==> src/verilog/usb_ep_consts.vh <==
// constants for the usb device port endpoint control block
`ifndef USB_EP_CONSTS_VH
`define USB_EP_CONSTS_VH
// ******************************
// register byte addresses
// ******************************
`define CSR_BASE      12'h030
`define FIFO_BASE     12'h050
`define TXV_ADDR      12'h074
`define EPRST_ADDR    12'h028
`define IRQ_ADDR      12'h01C
// ******************************
// control/status field positions
// ******************************
`define B_TX_COMPLETE      0
`define B_RXBK0       1
`define B_SETUP       2
`define B_STALL       3
`define B_TXRDY       4
`define B_FSTALL      5
`define B_RXBK1       6
`define B_DIR         7
`define B_TYPE_LO     8
`define B_TYPE_HI     10
`define B_TOGGLE      11
`define B_ENABLE      15
`define B_CNT_LO      16
`define B_CNT_HI      26
`define B_TRANSCEIVER_DISABLE      8
// ******************************
// endpoint types and sizes
// ******************************
`define TYPE_CTRL     3'h0
`define TYPE_ISO_OUT  3'h1
`define FIFO_DEPTH    64
`define FIFO_AW       6
`define NUM_EP        4
`endif

==> src/verilog/ep_fifo.v <==
// single 64 byte fifo shared by receive and transmit data for one endpoint
`timescale 1ns/1ps
module ep_fifo (
  input  wire        pclk,
  input  wire        presetn,
  input  wire        clr,      // endpoint reset: pointers to zero
  input  wire        wr_en,    // push one byte
  input  wire [7:0]  wr_data,
  input  wire        rd_en,    // pop one byte
  output reg  [7:0]  rd_data_ff,
  output wire [6:0]  level
);
`include "usb_ep_consts.vh"
  reg [7:0]          mem [0:`FIFO_DEPTH-1]; // byte storage
  reg [`FIFO_AW:0]   wp_ff;                 // write pointer
  reg [`FIFO_AW:0]   rp_ff;                 // read pointer
  assign level = wp_ff - rp_ff;
  // ******************************
  // pointers and storage
  // ******************************
  always @(posedge pclk or negedge presetn) begin
    if (!presetn) begin
      wp_ff      <= 7'h00;
      rp_ff      <= 7'h00;
      rd_data_ff <= 8'h00;
    end else if (clr) begin
      wp_ff <= 7'h00;
      rp_ff <= 7'h00;
    end else begin
      if (wr_en && level != `FIFO_DEPTH) begin
        wp_ff <= wp_ff + 7'h01;
      end
      if (rd_en && level != 7'h00) begin
        rd_data_ff <= mem[rp_ff[`FIFO_AW-1:0]];
        rp_ff      <= rp_ff + 7'h01;
      end
    end
  end
  // memory has no reset
  always @(posedge pclk) begin
    if (wr_en && !clr && level != `FIFO_DEPTH) begin
      mem[wp_ff[`FIFO_AW-1:0]] <= wr_data;
    end
  end
endmodule // ep_fifo

==> src/verilog/usb_device_endpoint_ctrl.v <==
// endpoint control, status and fifo access for a usb device port
// Behaviour
// host ack of IN sets tx_complete, clear by 0
// packet in bank 0 sets rx_bank0_full
// firmware drains fifo then clears bank flag
// ping-pong packets use bank 1 flag
// valid setup sets setup_received, clear by 0
// OUT refused while setup_received set
// acked stall sets stall_acked, clear by 0
// iso endpoints: bit is crc error flag
// firmware sets tx_packet_ready, device clears
// force_stall_a write 1 answers STALL
// control direction bit gates data stage
// firmware sets direction before clearing setup
// three bit endpoint_type, top bit IN
// read-only data_toggle, DATA0/DATA1
// endpoint_enable bit read/write
// eleven bit read-only rx_byte_count
// fifo data register pops and pushes bytes
// firmware respects max packet size
// transceiver_disable powers down transceiver
// software enables clock before access
// endpoint reset clears pointers, count, toggle
// endpoint irq status sticky via flags
// irq is or of five flags
`timescale 1ns/1ps
module usb_device_endpoint_ctrl (
  input  wire        pclk,
  input  wire        presetn,
  // apb slave
  input  wire        psel,
  input  wire        penable,
  input  wire        pwrite,
  input  wire [11:0] paddr,
  input  wire [31:0] pwdata,
  output wire        pready,
  output reg  [31:0] prdata,
  output wire        pslverr,
  // link side, one bit per endpoint except the received byte, tx_data and transceiver_disable
  input  wire [3:0]  sie_in_acked,     // host acked an IN packet
  input  wire [3:0]  sie_out_done,     // good OUT packet fully stored
  input  wire [3:0]  sie_setup_done,   // good setup packet stored
  input  wire [3:0]  sie_stall_acked,  // host acked our STALL
  input  wire [3:0]  sie_crc_error,    // crc error on iso packet
  input  wire [3:0]  sie_rx_wr,        // received byte strobe
  input  wire [7:0]  sie_rx_data,      // received byte
  input  wire [3:0]  sie_tx_rd,        // transmit byte pop strobe
  input  wire [3:0]  sie_toggle_flip,  // data toggle advances
  output wire [3:0]  out_accept,       // endpoint may take an OUT
  output wire [3:0]  in_ready,         // IN packet ready to send
  output wire [3:0]  stall_req,        // answer host with STALL
  output wire [31:0] tx_data,          // fifo byte per endpoint
  output wire [3:0]  ep_irq,           // per endpoint interrupt
  output wire        transceiver_disable
);
`include "usb_ep_consts.vh"
  // ******************************
  // bus decode
  // ******************************
  wire        wr     = psel & penable & pwrite;        // write strobe
  wire        rd     = psel & penable & ~pwrite;       // read strobe
  wire [1:0]  ep_sel = paddr[3:2];                     // endpoint index
  wire        csr_hit  = (paddr[11:4] == `CSR_BASE >> 4);
  wire        fifo_hit = (paddr[11:4] == `FIFO_BASE >> 4);
  wire        txv_hit  = (paddr == `TXV_ADDR);
  wire        rst_hit  = (paddr == `EPRST_ADDR);
  wire        irq_hit  = (paddr == `IRQ_ADDR);
  assign pready  = 1'b1;  // zero wait state slave
  assign pslverr = 1'b0;  // unmapped reads return zero
  reg         transceiver_disable_ff;                 // transceiver power down
  reg  [3:0]  eprst_ff;                  // endpoint reset bits
  assign transceiver_disable = transceiver_disable_ff;
  // ******************************
  // per endpoint state
  // ******************************
  reg  [3:0]  tx_complete_ff;     // tx_complete
  reg  [3:0]  bk0_ff;        // rx_bank0_full
  reg  [3:0]  bk1_ff;        // rx_bank1_full
  reg  [3:0]  setup_ff;      // setup_received
  reg  [3:0]  stall_ff;      // stall_acked / iso_crc_error
  reg  [3:0]  txrdy_ff;      // tx_packet_ready
  reg  [3:0]  fstall_ff;     // force_stall_a
  reg  [3:0]  dir_ff;        // control direction
  reg  [3:0]  tog_ff;        // data_toggle
  reg  [3:0]  en_ff;         // endpoint_enable
  reg  [3:0]  nxt_bank_ff;   // bank for next OUT packet
  reg  [2:0]  type_ff [0:3]; // endpoint_type
  reg  [10:0] cnt_ff  [0:3]; // rx_byte_count
  wire [31:0] fifo_q;        // fifo output bytes
  wire [27:0] fifo_lvl;      // fifo levels
  wire [3:0]  fifo_pop;      // firmware or link pop
  wire [31:0] csr_rd [0:3];  // read view per endpoint

  genvar g;
  generate
    for (g = 0; g < `NUM_EP; g = g + 1) begin : g_ep
      wire csr_wr  = wr & csr_hit & (ep_sel == g);        // csr write
      wire fdr_wr  = wr & fifo_hit & (ep_sel == g);       // fifo push
      wire fdr_rd  = rd & fifo_hit & (ep_sel == g);       // fifo pop
      wire iso     = (type_ff[g][1:0] == 2'b01);
      wire ctrl    = (type_ff[g] == `TYPE_CTRL);
      wire is_in   = type_ff[g][2];
      wire clr_bit = csr_wr;
      wire rx_bk1  = nxt_bank_ff[g] & (type_ff[g] != `TYPE_CTRL);
      assign fifo_pop[g] = fdr_rd | sie_tx_rd[g];
      // OUT accepted when enabled, no setup pending, no force stall, direction OUT and next bank free   R6 R11
      assign out_accept[g] = en_ff[g] & ~setup_ff[g] & ~fstall_ff[g] &
                             (ctrl ? ~dir_ff[g] : ~is_in) &
                             ~(rx_bk1 ? bk1_ff[g] : bk0_ff[g]);
      assign in_ready[g]  = en_ff[g] & txrdy_ff[g];
      assign stall_req[g] = fstall_ff[g];
      assign ep_irq[g] = tx_complete_ff[g] | bk0_ff[g] | bk1_ff[g] |
                         setup_ff[g] | stall_ff[g];
      assign csr_rd[g] = {5'h00, cnt_ff[g], en_ff[g], 3'h0, tog_ff[g],
                          type_ff[g], dir_ff[g], bk1_ff[g], 1'b0,
                          txrdy_ff[g], stall_ff[g], setup_ff[g],
                          bk0_ff[g], tx_complete_ff[g]};
      ep_fifo u_fifo (
        .pclk       (pclk),
        .presetn    (presetn),
        .clr        (eprst_ff[g]),
        .wr_en      (fdr_wr | sie_rx_wr[g]),
        .wr_data    (fdr_wr ? pwdata[7:0] : sie_rx_data),
        .rd_en      (fifo_pop[g]),
        .rd_data_ff (fifo_q[8*g+7:8*g]),
        .level      (fifo_lvl[7*g+6:7*g])
      );
      assign tx_data[8*g+7:8*g] = fifo_q[8*g+7:8*g];
      // flags: hardware set wins over firmware clear
      always @(posedge pclk or negedge presetn) begin
        if (!presetn) begin
          tx_complete_ff[g]   <= 1'b0;
          bk0_ff[g]      <= 1'b0;
          bk1_ff[g]      <= 1'b0;
          setup_ff[g]    <= 1'b0;
          stall_ff[g]    <= 1'b0;
          txrdy_ff[g]    <= 1'b0;
          fstall_ff[g]   <= 1'b0;
          dir_ff[g]      <= 1'b0;
          en_ff[g]       <= 1'b0;
          tog_ff[g]      <= 1'b0;
          nxt_bank_ff[g] <= 1'b0;
          type_ff[g]     <= 3'h0;
          cnt_ff[g]      <= 11'h000;
        end else begin
          // tx_complete set on host ack               R1
          if (sie_in_acked[g])
            tx_complete_ff[g] <= 1'b1;
          else if (clr_bit && !pwdata[`B_TX_COMPLETE])
            tx_complete_ff[g] <= 1'b0;
          // bank 0 / bank 1 ping-pong                 R2 R4 R3
          if (sie_out_done[g] && !rx_bk1)
            bk0_ff[g] <= 1'b1;
          else if (clr_bit && !pwdata[`B_RXBK0])
            bk0_ff[g] <= 1'b0;
          if (sie_out_done[g] && rx_bk1)
            bk1_ff[g] <= 1'b1;
          else if (clr_bit && !pwdata[`B_RXBK1])
            bk1_ff[g] <= 1'b0;
          if (sie_out_done[g] && !ctrl)
            nxt_bank_ff[g] <= ~nxt_bank_ff[g];
          // setup received                            R5 R12
          if (sie_setup_done[g])
            setup_ff[g] <= 1'b1;
          else if (clr_bit && !pwdata[`B_SETUP])
            setup_ff[g] <= 1'b0;
          // stall ack or iso crc error                R7 R8
          if ((sie_stall_acked[g] && !iso) || (sie_crc_error[g] && iso))
            stall_ff[g] <= 1'b1;
          else if (clr_bit && !pwdata[`B_STALL])
            stall_ff[g] <= 1'b0;
          // firmware sets, host ack clears            R9
          if (sie_in_acked[g])
            txrdy_ff[g] <= 1'b0;
          else if (clr_bit && pwdata[`B_TXRDY])
            txrdy_ff[g] <= 1'b1;
          // force stall set by writing 1, released by setup received  R10
          if (clr_bit && pwdata[`B_FSTALL])
            fstall_ff[g] <= 1'b1;
          else if (sie_stall_acked[g] && !ctrl)
            fstall_ff[g] <= fstall_ff[g];
          else if (sie_setup_done[g])
            fstall_ff[g] <= 1'b0;
          // plain read/write fields                   R11 R13 R15
          if (clr_bit) begin
            dir_ff[g]  <= pwdata[`B_DIR];
            type_ff[g] <= pwdata[`B_TYPE_HI:`B_TYPE_LO];
            en_ff[g]   <= pwdata[`B_ENABLE];
          end
          // toggle and count                          R14 R16 R21
          if (eprst_ff[g]) begin
            tog_ff[g] <= 1'b0;
            cnt_ff[g] <= 11'h000;
          end else begin
            if (sie_toggle_flip[g])
              tog_ff[g] <= ~tog_ff[g];
            if (sie_out_done[g] || sie_setup_done[g])
              cnt_ff[g] <= {4'h0, fifo_lvl[7*g+6:7*g]};
            else if (fdr_rd && cnt_ff[g] != 11'h000)
              cnt_ff[g] <= cnt_ff[g] - 11'h001;
          end
        end
      end
    end
  endgenerate

  // ******************************
  // global registers
  // ******************************
  always @(posedge pclk or negedge presetn) begin
    if (!presetn) begin
      transceiver_disable_ff <= 1'b0;
      eprst_ff  <= 4'h0;
    end else begin
      if (wr && txv_hit)
        transceiver_disable_ff <= pwdata[`B_TRANSCEIVER_DISABLE];
      if (wr && rst_hit)
        eprst_ff <= pwdata[3:0];
    end
  end

  // ******************************
  // read mux
  // ******************************
  always @* begin
    prdata = 32'h00000000;
    if (rd && csr_hit)
      prdata = csr_rd[ep_sel];
    else if (rd && fifo_hit)
      prdata = {24'h000000, fifo_q[8*ep_sel +: 8]};
    else if (rd && txv_hit)
      prdata = {23'h000000, transceiver_disable_ff, 8'h00};
    else if (rd && rst_hit)
      prdata = {28'h0000000, eprst_ff};
    else if (rd && irq_hit)
      prdata = {28'h0000000, ep_irq};
  end
endmodule // usb_device_endpoint_ctrl

==> config.mk <==
export PLATFORM = sky130hd
export DESIGN_NAME = usb_device_endpoint_ctrl
export DESIGN_NICKNAME = d
export VERILOG_FILES = /design/src/verilog/ep_fifo.v /design/src/verilog/usb_device_endpoint_ctrl.v
export VERILOG_INCLUDE_DIRS = /design/src /design/src/verilog
export SDC_FILE = /design/constraint.sdc
export NUM_CORES = 2
export LEC_CHECK = 0
export ABC_CLOCK_PERIOD_IN_PS = 8720
export BUFFER_PORTS_ARGS = -buffer_cell sky130_fd_sc_hd__buf_2
export CAP_MARGIN = 20
export CORE_ASPECT_RATIO = 0.5
export CORE_MARGIN = 10
export CORE_UTILIZATION = 44
export DETAILED_ROUTE_END_ITERATION = 12
export GPL_TIMING_DRIVEN = 0
export PLACE_DENSITY = 0.68
export SKIP_LAST_GASP = 1
export SYNTH_ARGS = -nofsm -noshare
export SYNTH_HDL_FRONTEND = slang
export SYNTH_SLANG_ARGS = --single-unit
==> constraint.sdc <==
create_clock -name pclk -period 8.72 [get_ports pclk]
set_input_delay 0.872 -clock pclk [delete_from_list [all_inputs] [get_ports pclk]]
set_output_delay 0.872 -clock pclk [all_outputs]
set_load 0.005 [all_outputs]
-- Yosys cells after proc, flatten, opt, wreduce, memory -nomap -nowiden
Memory sizes are Yosys's and may differ from the RTL's. A register that Yosys moved wholly into a read port is not among the register bits.
Index checks and enable logic that the tools add are counted.
- register bits after elaboration: 161
- RAM bits: 2048
- input port bits: 89
- output and inout bits: 83
- logic and storage cells: 509
- memories: 4
- add/sub/neg operators: 16
- order comparisons: 1
- equal/unequal tests: 20
- shift operators: 1
- mux-type cells: 124
- bitwise logic cells: 100
- reductions and logical operators: 181
- memory list (name ; words ; width ; rd ports ; clocked after memory_dff ; wr ports ; RTL line ; text):
    g_ep[0].u_fifo.mem ; 64 ; 8 ; 1 ; 1 ; 1 ; ep_fifo.v:14 ; reg [7:0] mem [0:`FIFO_DEPTH-1];
    g_ep[1].u_fifo.mem ; 64 ; 8 ; 1 ; 1 ; 1 ; ep_fifo.v:14 ;
    g_ep[2].u_fifo.mem ; 64 ; 8 ; 1 ; 1 ; 1 ; ep_fifo.v:14 ;
    g_ep[3].u_fifo.mem ; 64 ; 8 ; 1 ; 1 ; 1 ; ep_fifo.v:14 ;
- operators by type and width (kind ; number):
    $mux 11 ; 12
    $mux 7 ; 16
    $mux 32 ; 3
    $mux 1 ; 84
    $reduce_bool 2->1 ; 40
    $logic_and 1x1->1 ; 79
    $bmux 32 s2 ; 1
    $add 7x1->7 const B ; 8
    $reduce_bool 11->1 ; 4
    $sub 11x1->11 const B ; 4
    $and 1x1->1 ; 42
    $not 1->1 ; 33
    $mux 8 ; 4
    $shiftx 32x6->8 ; 1
    $ne 7x7->1 const B ; 4
    $reduce_bool 7->1 ; 4
    $sub 7x7->7 ; 4
    $logic_not 1->1 ; 25
    $or 1x1->1 ; 24
    $reduce_bool 3->1 ; 8
    $mux 9 ; 2
    $reduce_and 2->1 ; 8
    $eq 12x5->1 const B ; 1
    $eq 12x6->1 const B ; 1
    12 further kinds ; 31

-- Logic depth before layout (Yosys ltp)
- depth after elaboration: 9
- depth in mapped cells: 15
- mapped depth without buffers: 11

-- Cells and area by module
From an unflattened synthesis, not the netlist that was laid out.
- cells, all modules: 4973
- area total of the unflattened synthesis: 91924.4 µm²
- modules (own cells, without submodules) (module ; instances ; cells each ; area an instance (µm²) ; sequential area each (µm²)):
    ep_fifo (g_ep[1].u_fifo ...) ; 2 ; 1072 ; 21338.0 ; 15925.3
    ep_fifo (g_ep[0].u_fifo) ; 1 ; 1049 ; 21170.3 ; 15925.3
    ep_fifo (g_ep[3].u_fifo) ; 1 ; 1037 ; 20983.9 ; 15925.3
    usb_device_endpoint_ctrl ; 1 ; 743 ; 7094.3 ; 2627.5

-- Worst setup path after synthesis
Ideal clock, no wire load.
- path type: reg-to-reg
- start: register g_ep[2].u_fifo.rp_ff[2]
- end: memory g_ep[2].u_fifo.mem[40][0], enable pin
- setup time: 0.395 ns
- data arrival time: 4.079 ns
- required time: 8.325 ns
- setup slack: 4.247 ns
- cell stages (with the launch flop): 16
- buffers on the path: 6
- clock period less this slack: 4.473 ns
- cells stage by stage: dfrtp_1 -> clkbuf_1 -> clkbuf_1 -> buf_1 -> inv_1 -> ha_1 -> a21o_1 -> a21oi_1 -> nor3_1 -> nor3_1 -> o22ai_2 -> buf_2 -> nand2b_1 -> buf_2 -> buf_6 -> nor4_1
- cells in the longest elaborated chain, start to end: 5
- RTL lines (item ; RTL line ; text):
    start: declaration ; ep_fifo.v:16 ; reg [`FIFO_AW:0] rp_ff;
    start signal: assignment ; ep_fifo.v:35 ; rp_ff <= rp_ff + 7'h01;
    $sub 7x7->7 ; ep_fifo.v:17 ; assign level = wp_ff - rp_ff;
    $ne 7x7->1 (no source line) ; - ;
    $logic_and 1x1->1 (no source line) ; - ;
    $mux 1 ; ep_fifo.v:41 ; if (wr_en && !clr && level != `FIFO_DEPTH) begin
    $mux 1 ; ep_fifo.v:42 ; mem[wp_ff[`FIFO_AW-1:0]] <= wr_data;
    end: declaration ; ep_fifo.v:14 ;
Every way passes these cells.

-- Worst setup path after layout
- start: register g_ep[3].u_fifo.rp_ff[2]
- end: memory g_ep[3].u_fifo.mem[52][5], enable pin
- cells in the longest elaborated chain, start to end: 5
- RTL lines (item ; RTL line):
    start: declaration ; ep_fifo.v:16
    start signal: assignment ; ep_fifo.v:35
    $sub 7x7->7 ; ep_fifo.v:17
    $ne 7x7->1 (no source line) ; -
    $logic_and 1x1->1 (no source line) ; -
    $mux 1 ; ep_fifo.v:41
    $mux 1 ; ep_fifo.v:42
    end: declaration ; ep_fifo.v:14
Every way passes these cells.

==> run summary <==
R2R Setup Slk: 2790 ps
sum of buffers and inverters on the critical path: 7
post-route ant nets: 0
Yosys cell types: 84
CTS Buffer Depth: 3
# setup viols final: 0
final routed wire length divided by cell count: 28.6 um
Hold Slack: 187 ps
Mapped Area: 0.0908 mm2
Sink Count: 2,241
count leader, synth: edfxtp_1
RSZ-0062 raised after global routing: false
FF-to-FF path depth: 14
ranking of synthesized cells by area: edfxtp_1, mux4_2, dfrtp_1
critical path's top delay family: buffers and inverters
Fmax achieved: 169 MHz
share of cells above drive strength 1: 23.9%
hold depth: 2
CP cell instances: clkbuf_1 -> clkbuf_1 -> inv_1 -> buf_1 -> ha_1 -> o21ai_0 -> a2111oi_0 -> a311oi_1 -> nand4_1 -> o22ai_1 -> clkbuf_1 -> clkbuf_1 -> nor3_1 -> buf_4
RD Place Congestion: 0.947
Leak Pwr: 33.5 nW
Max Cap Viol: 0
CP Launch Type: flip-flop
DIE HEIGHT: 341 um
ys flop type: edfxtp_1
first-pass iteration count of the detailed router: 6
crit path max fanout: 10
Root Buffer: clkbuf_16
CTS Buf Count: 197
post-CTS sizing: 0
critical path depth: 14
hold_buf cts: 1
number of synthesized flops with an enable pin: 2,048
RR Endpoint: g_ep[3].u_fifo.mem[52][5]
grt total ovfl: 0
starting density of the core: 44.4%
CP endpoint: g_ep[3].u_fifo.mem[52][5]
Finished Layout Cells: 8,244
Worst EP arrival: 6560 ps
CP startpoint: g_ep[3].u_fifo.rp_ff[2]
gr usage total: 20.2%
DRT iter0 DRCs: 6,578
worst min-delay path category: in2reg
pin count of the biggest net entering global routing: 114
slowest CP cell: clkbuf_1
clk slew on worst S/H paths: 70 ps
Vias: 50,000
drt total wl: 235 mm
Layout area overhead: 13.6%
Rel. slew slack: 27.0%
worst slew pin tran: 1100 ps
worst setup path class: reg2reg
Tcrit/Tclk final: 68.0%
Design Area, Final: 0.103 mm2
first-pass GRT wire length: 342 mm
number of global-route vias before repair: 50,400
#FFs+latches synth: 2,241
initial antenna violation count: 14
CTS tree: done
vias per cell: 6.06
min cycle time layout: 5930 ps
Synth Instances: 4,835
Critical Path Most Common Cell: clkbuf_1
Critical Path RT: 9350 ps
Final Max Slew Viols: 0
pwr dens: 309 mW/mm2
biggest cell delay along the critical path: 590 ps
synth warn: 0
Total Nets Final: 5,460
placed cell area: 0.0962 mm2
post-DP HPWL: 161 mm
H-tree depth: 4
mean post-synth cell area: 18.8 um2
Setup Buffers After CTS: 0
clock skew: 28.3 ps
setup TNS: 0 ps
Fillers: 16,300
PortBufs: 140
largest area contributor in the netlist: edfxtp_1
Seq/Total Area, Yosys: 73.1%
Skew-Pair Late Insertion Delay: 870 ps
placed cells: 7,834
area of the die: 0.226 mm2
ys async rst share: 8.61%
die width: 662 um
status: completed
Final Power: 31.9 mW
RR Startpoint: g_ep[3].u_fifo.rp_ff[2]
Yosys top cell area share: 67.7%
Crit. End Element: flip-flop
io pins: 172
synth cell count leaders: edfxtp_1, mux4_2, nor2_1
Worst VDD drop: 0.234 mV
row cnt: 117
core area: 0.204 mm2
DRC Markers: 0
Final Hold Fails: 0
==> registers in the layout, indices dropped and copies added (netlist names), 28 cells and up <==
| register | cells |
|---|---|
| csr_rd | 40 |
| cnt_ff | 44 |
| g_ep.u_fifo.wp_ff | 28 |
| g_ep.u_fifo.rp_ff | 28 |
| g_ep.u_fifo.mem | 2048 |
| g_ep.u_fifo.rd_data_ff | 32 |
==> metal layers <==
layer  wire (um)  track usage, %
met5           0               0
met4       12300            9.68
met3       20200            3.54
met2      115000            33.7
met1       88400            25.9
==> stage by stage <==
| step | worst slack (ps) | util [%] |
|---|---|---|
| floorplan | 4250 | - |
| global placement | 2510 | 46.5 |
| detailed placement | 2790 | 47.1 |
| CTS | 2750 | 50.3 |
| global route | 2540 | 50.4 |
| finish | 2790 | 50.5 |
==> worst min-delay path by stage <==
stage | from | end | slack (ps)
final | sie_in_acked[2] | csr_rd[36] | 190
after global routing | sie_in_acked[2] | csr_rd[36] | 170
after CTS | sie_in_acked[3] | csr_rd[4] | 140
after detailed placement | nxt_bank_ff[0] | nxt_bank_ff[0] | 490
after global placement | nxt_bank_ff[0] | nxt_bank_ff[0] | 480
after floorplan | nxt_bank_ff[0] | nxt_bank_ff[0] | 470
==> layout by cell type (no fill, tap or decap), drive strengths merged, types with 66 or more instances in the layout <==
cell type,count
o21ai,76
clkbuf,418
a22o,66
nor2,315
mux2,71
dfrtp,193
a221oi,68
a22oi,136
clkinv,77
buf,384
mux4,535
nand2,242
nor3,143
edfxtp,2048
inv,66
==> area by class of cell <==
cell class / instances / area (um2) / area share [%]
Antenna cell: 14 / 35.0 / 0.0340
Buffer: 265 / 1150 / 1.12
Clock buffer: 253 / 5240 / 5.08
Clock inverter: 112 / 1360 / 1.32
Inverter: 59 / 221 / 0.215
Multi-Input combinational cell: 2278 / 23200 / 22.5
Sequential cell: 2241 / 66300 / 64.3
Tap cell: 2737 / 3420 / 3.32
Timing Repair Buffer: 285 / 2130 / 2.07
==> kinds of logic (layout without fill, tap and decap cells) <==
family / count (synthesis) / count (layout) / share of synthesized area, %
compound gates: 541 / 541 / 4.40
xor+xnor: 66 / 66 / 0.637
fa+ha+maj: 44 / 44 / 0.639
buf+inv: 324 / 974 / 1.51
flops: 2241 / 2241 / 73.1
mux: 642 / 642 / 14.5
other cells: 2 / 24 / 0.00827
simple gates: 975 / 975 / 5.21
==> report_power, final <==
group	leakage [nW]	internal [mW]	switching, mW
Combinational	9.51	3.99	6.06
Clock	3.21	4.97	3.98
Sequential	20.8	12.3	0.544
Total	33.5	21.3	10.6
Note: power is estimated with default switching activity, not from simulation.
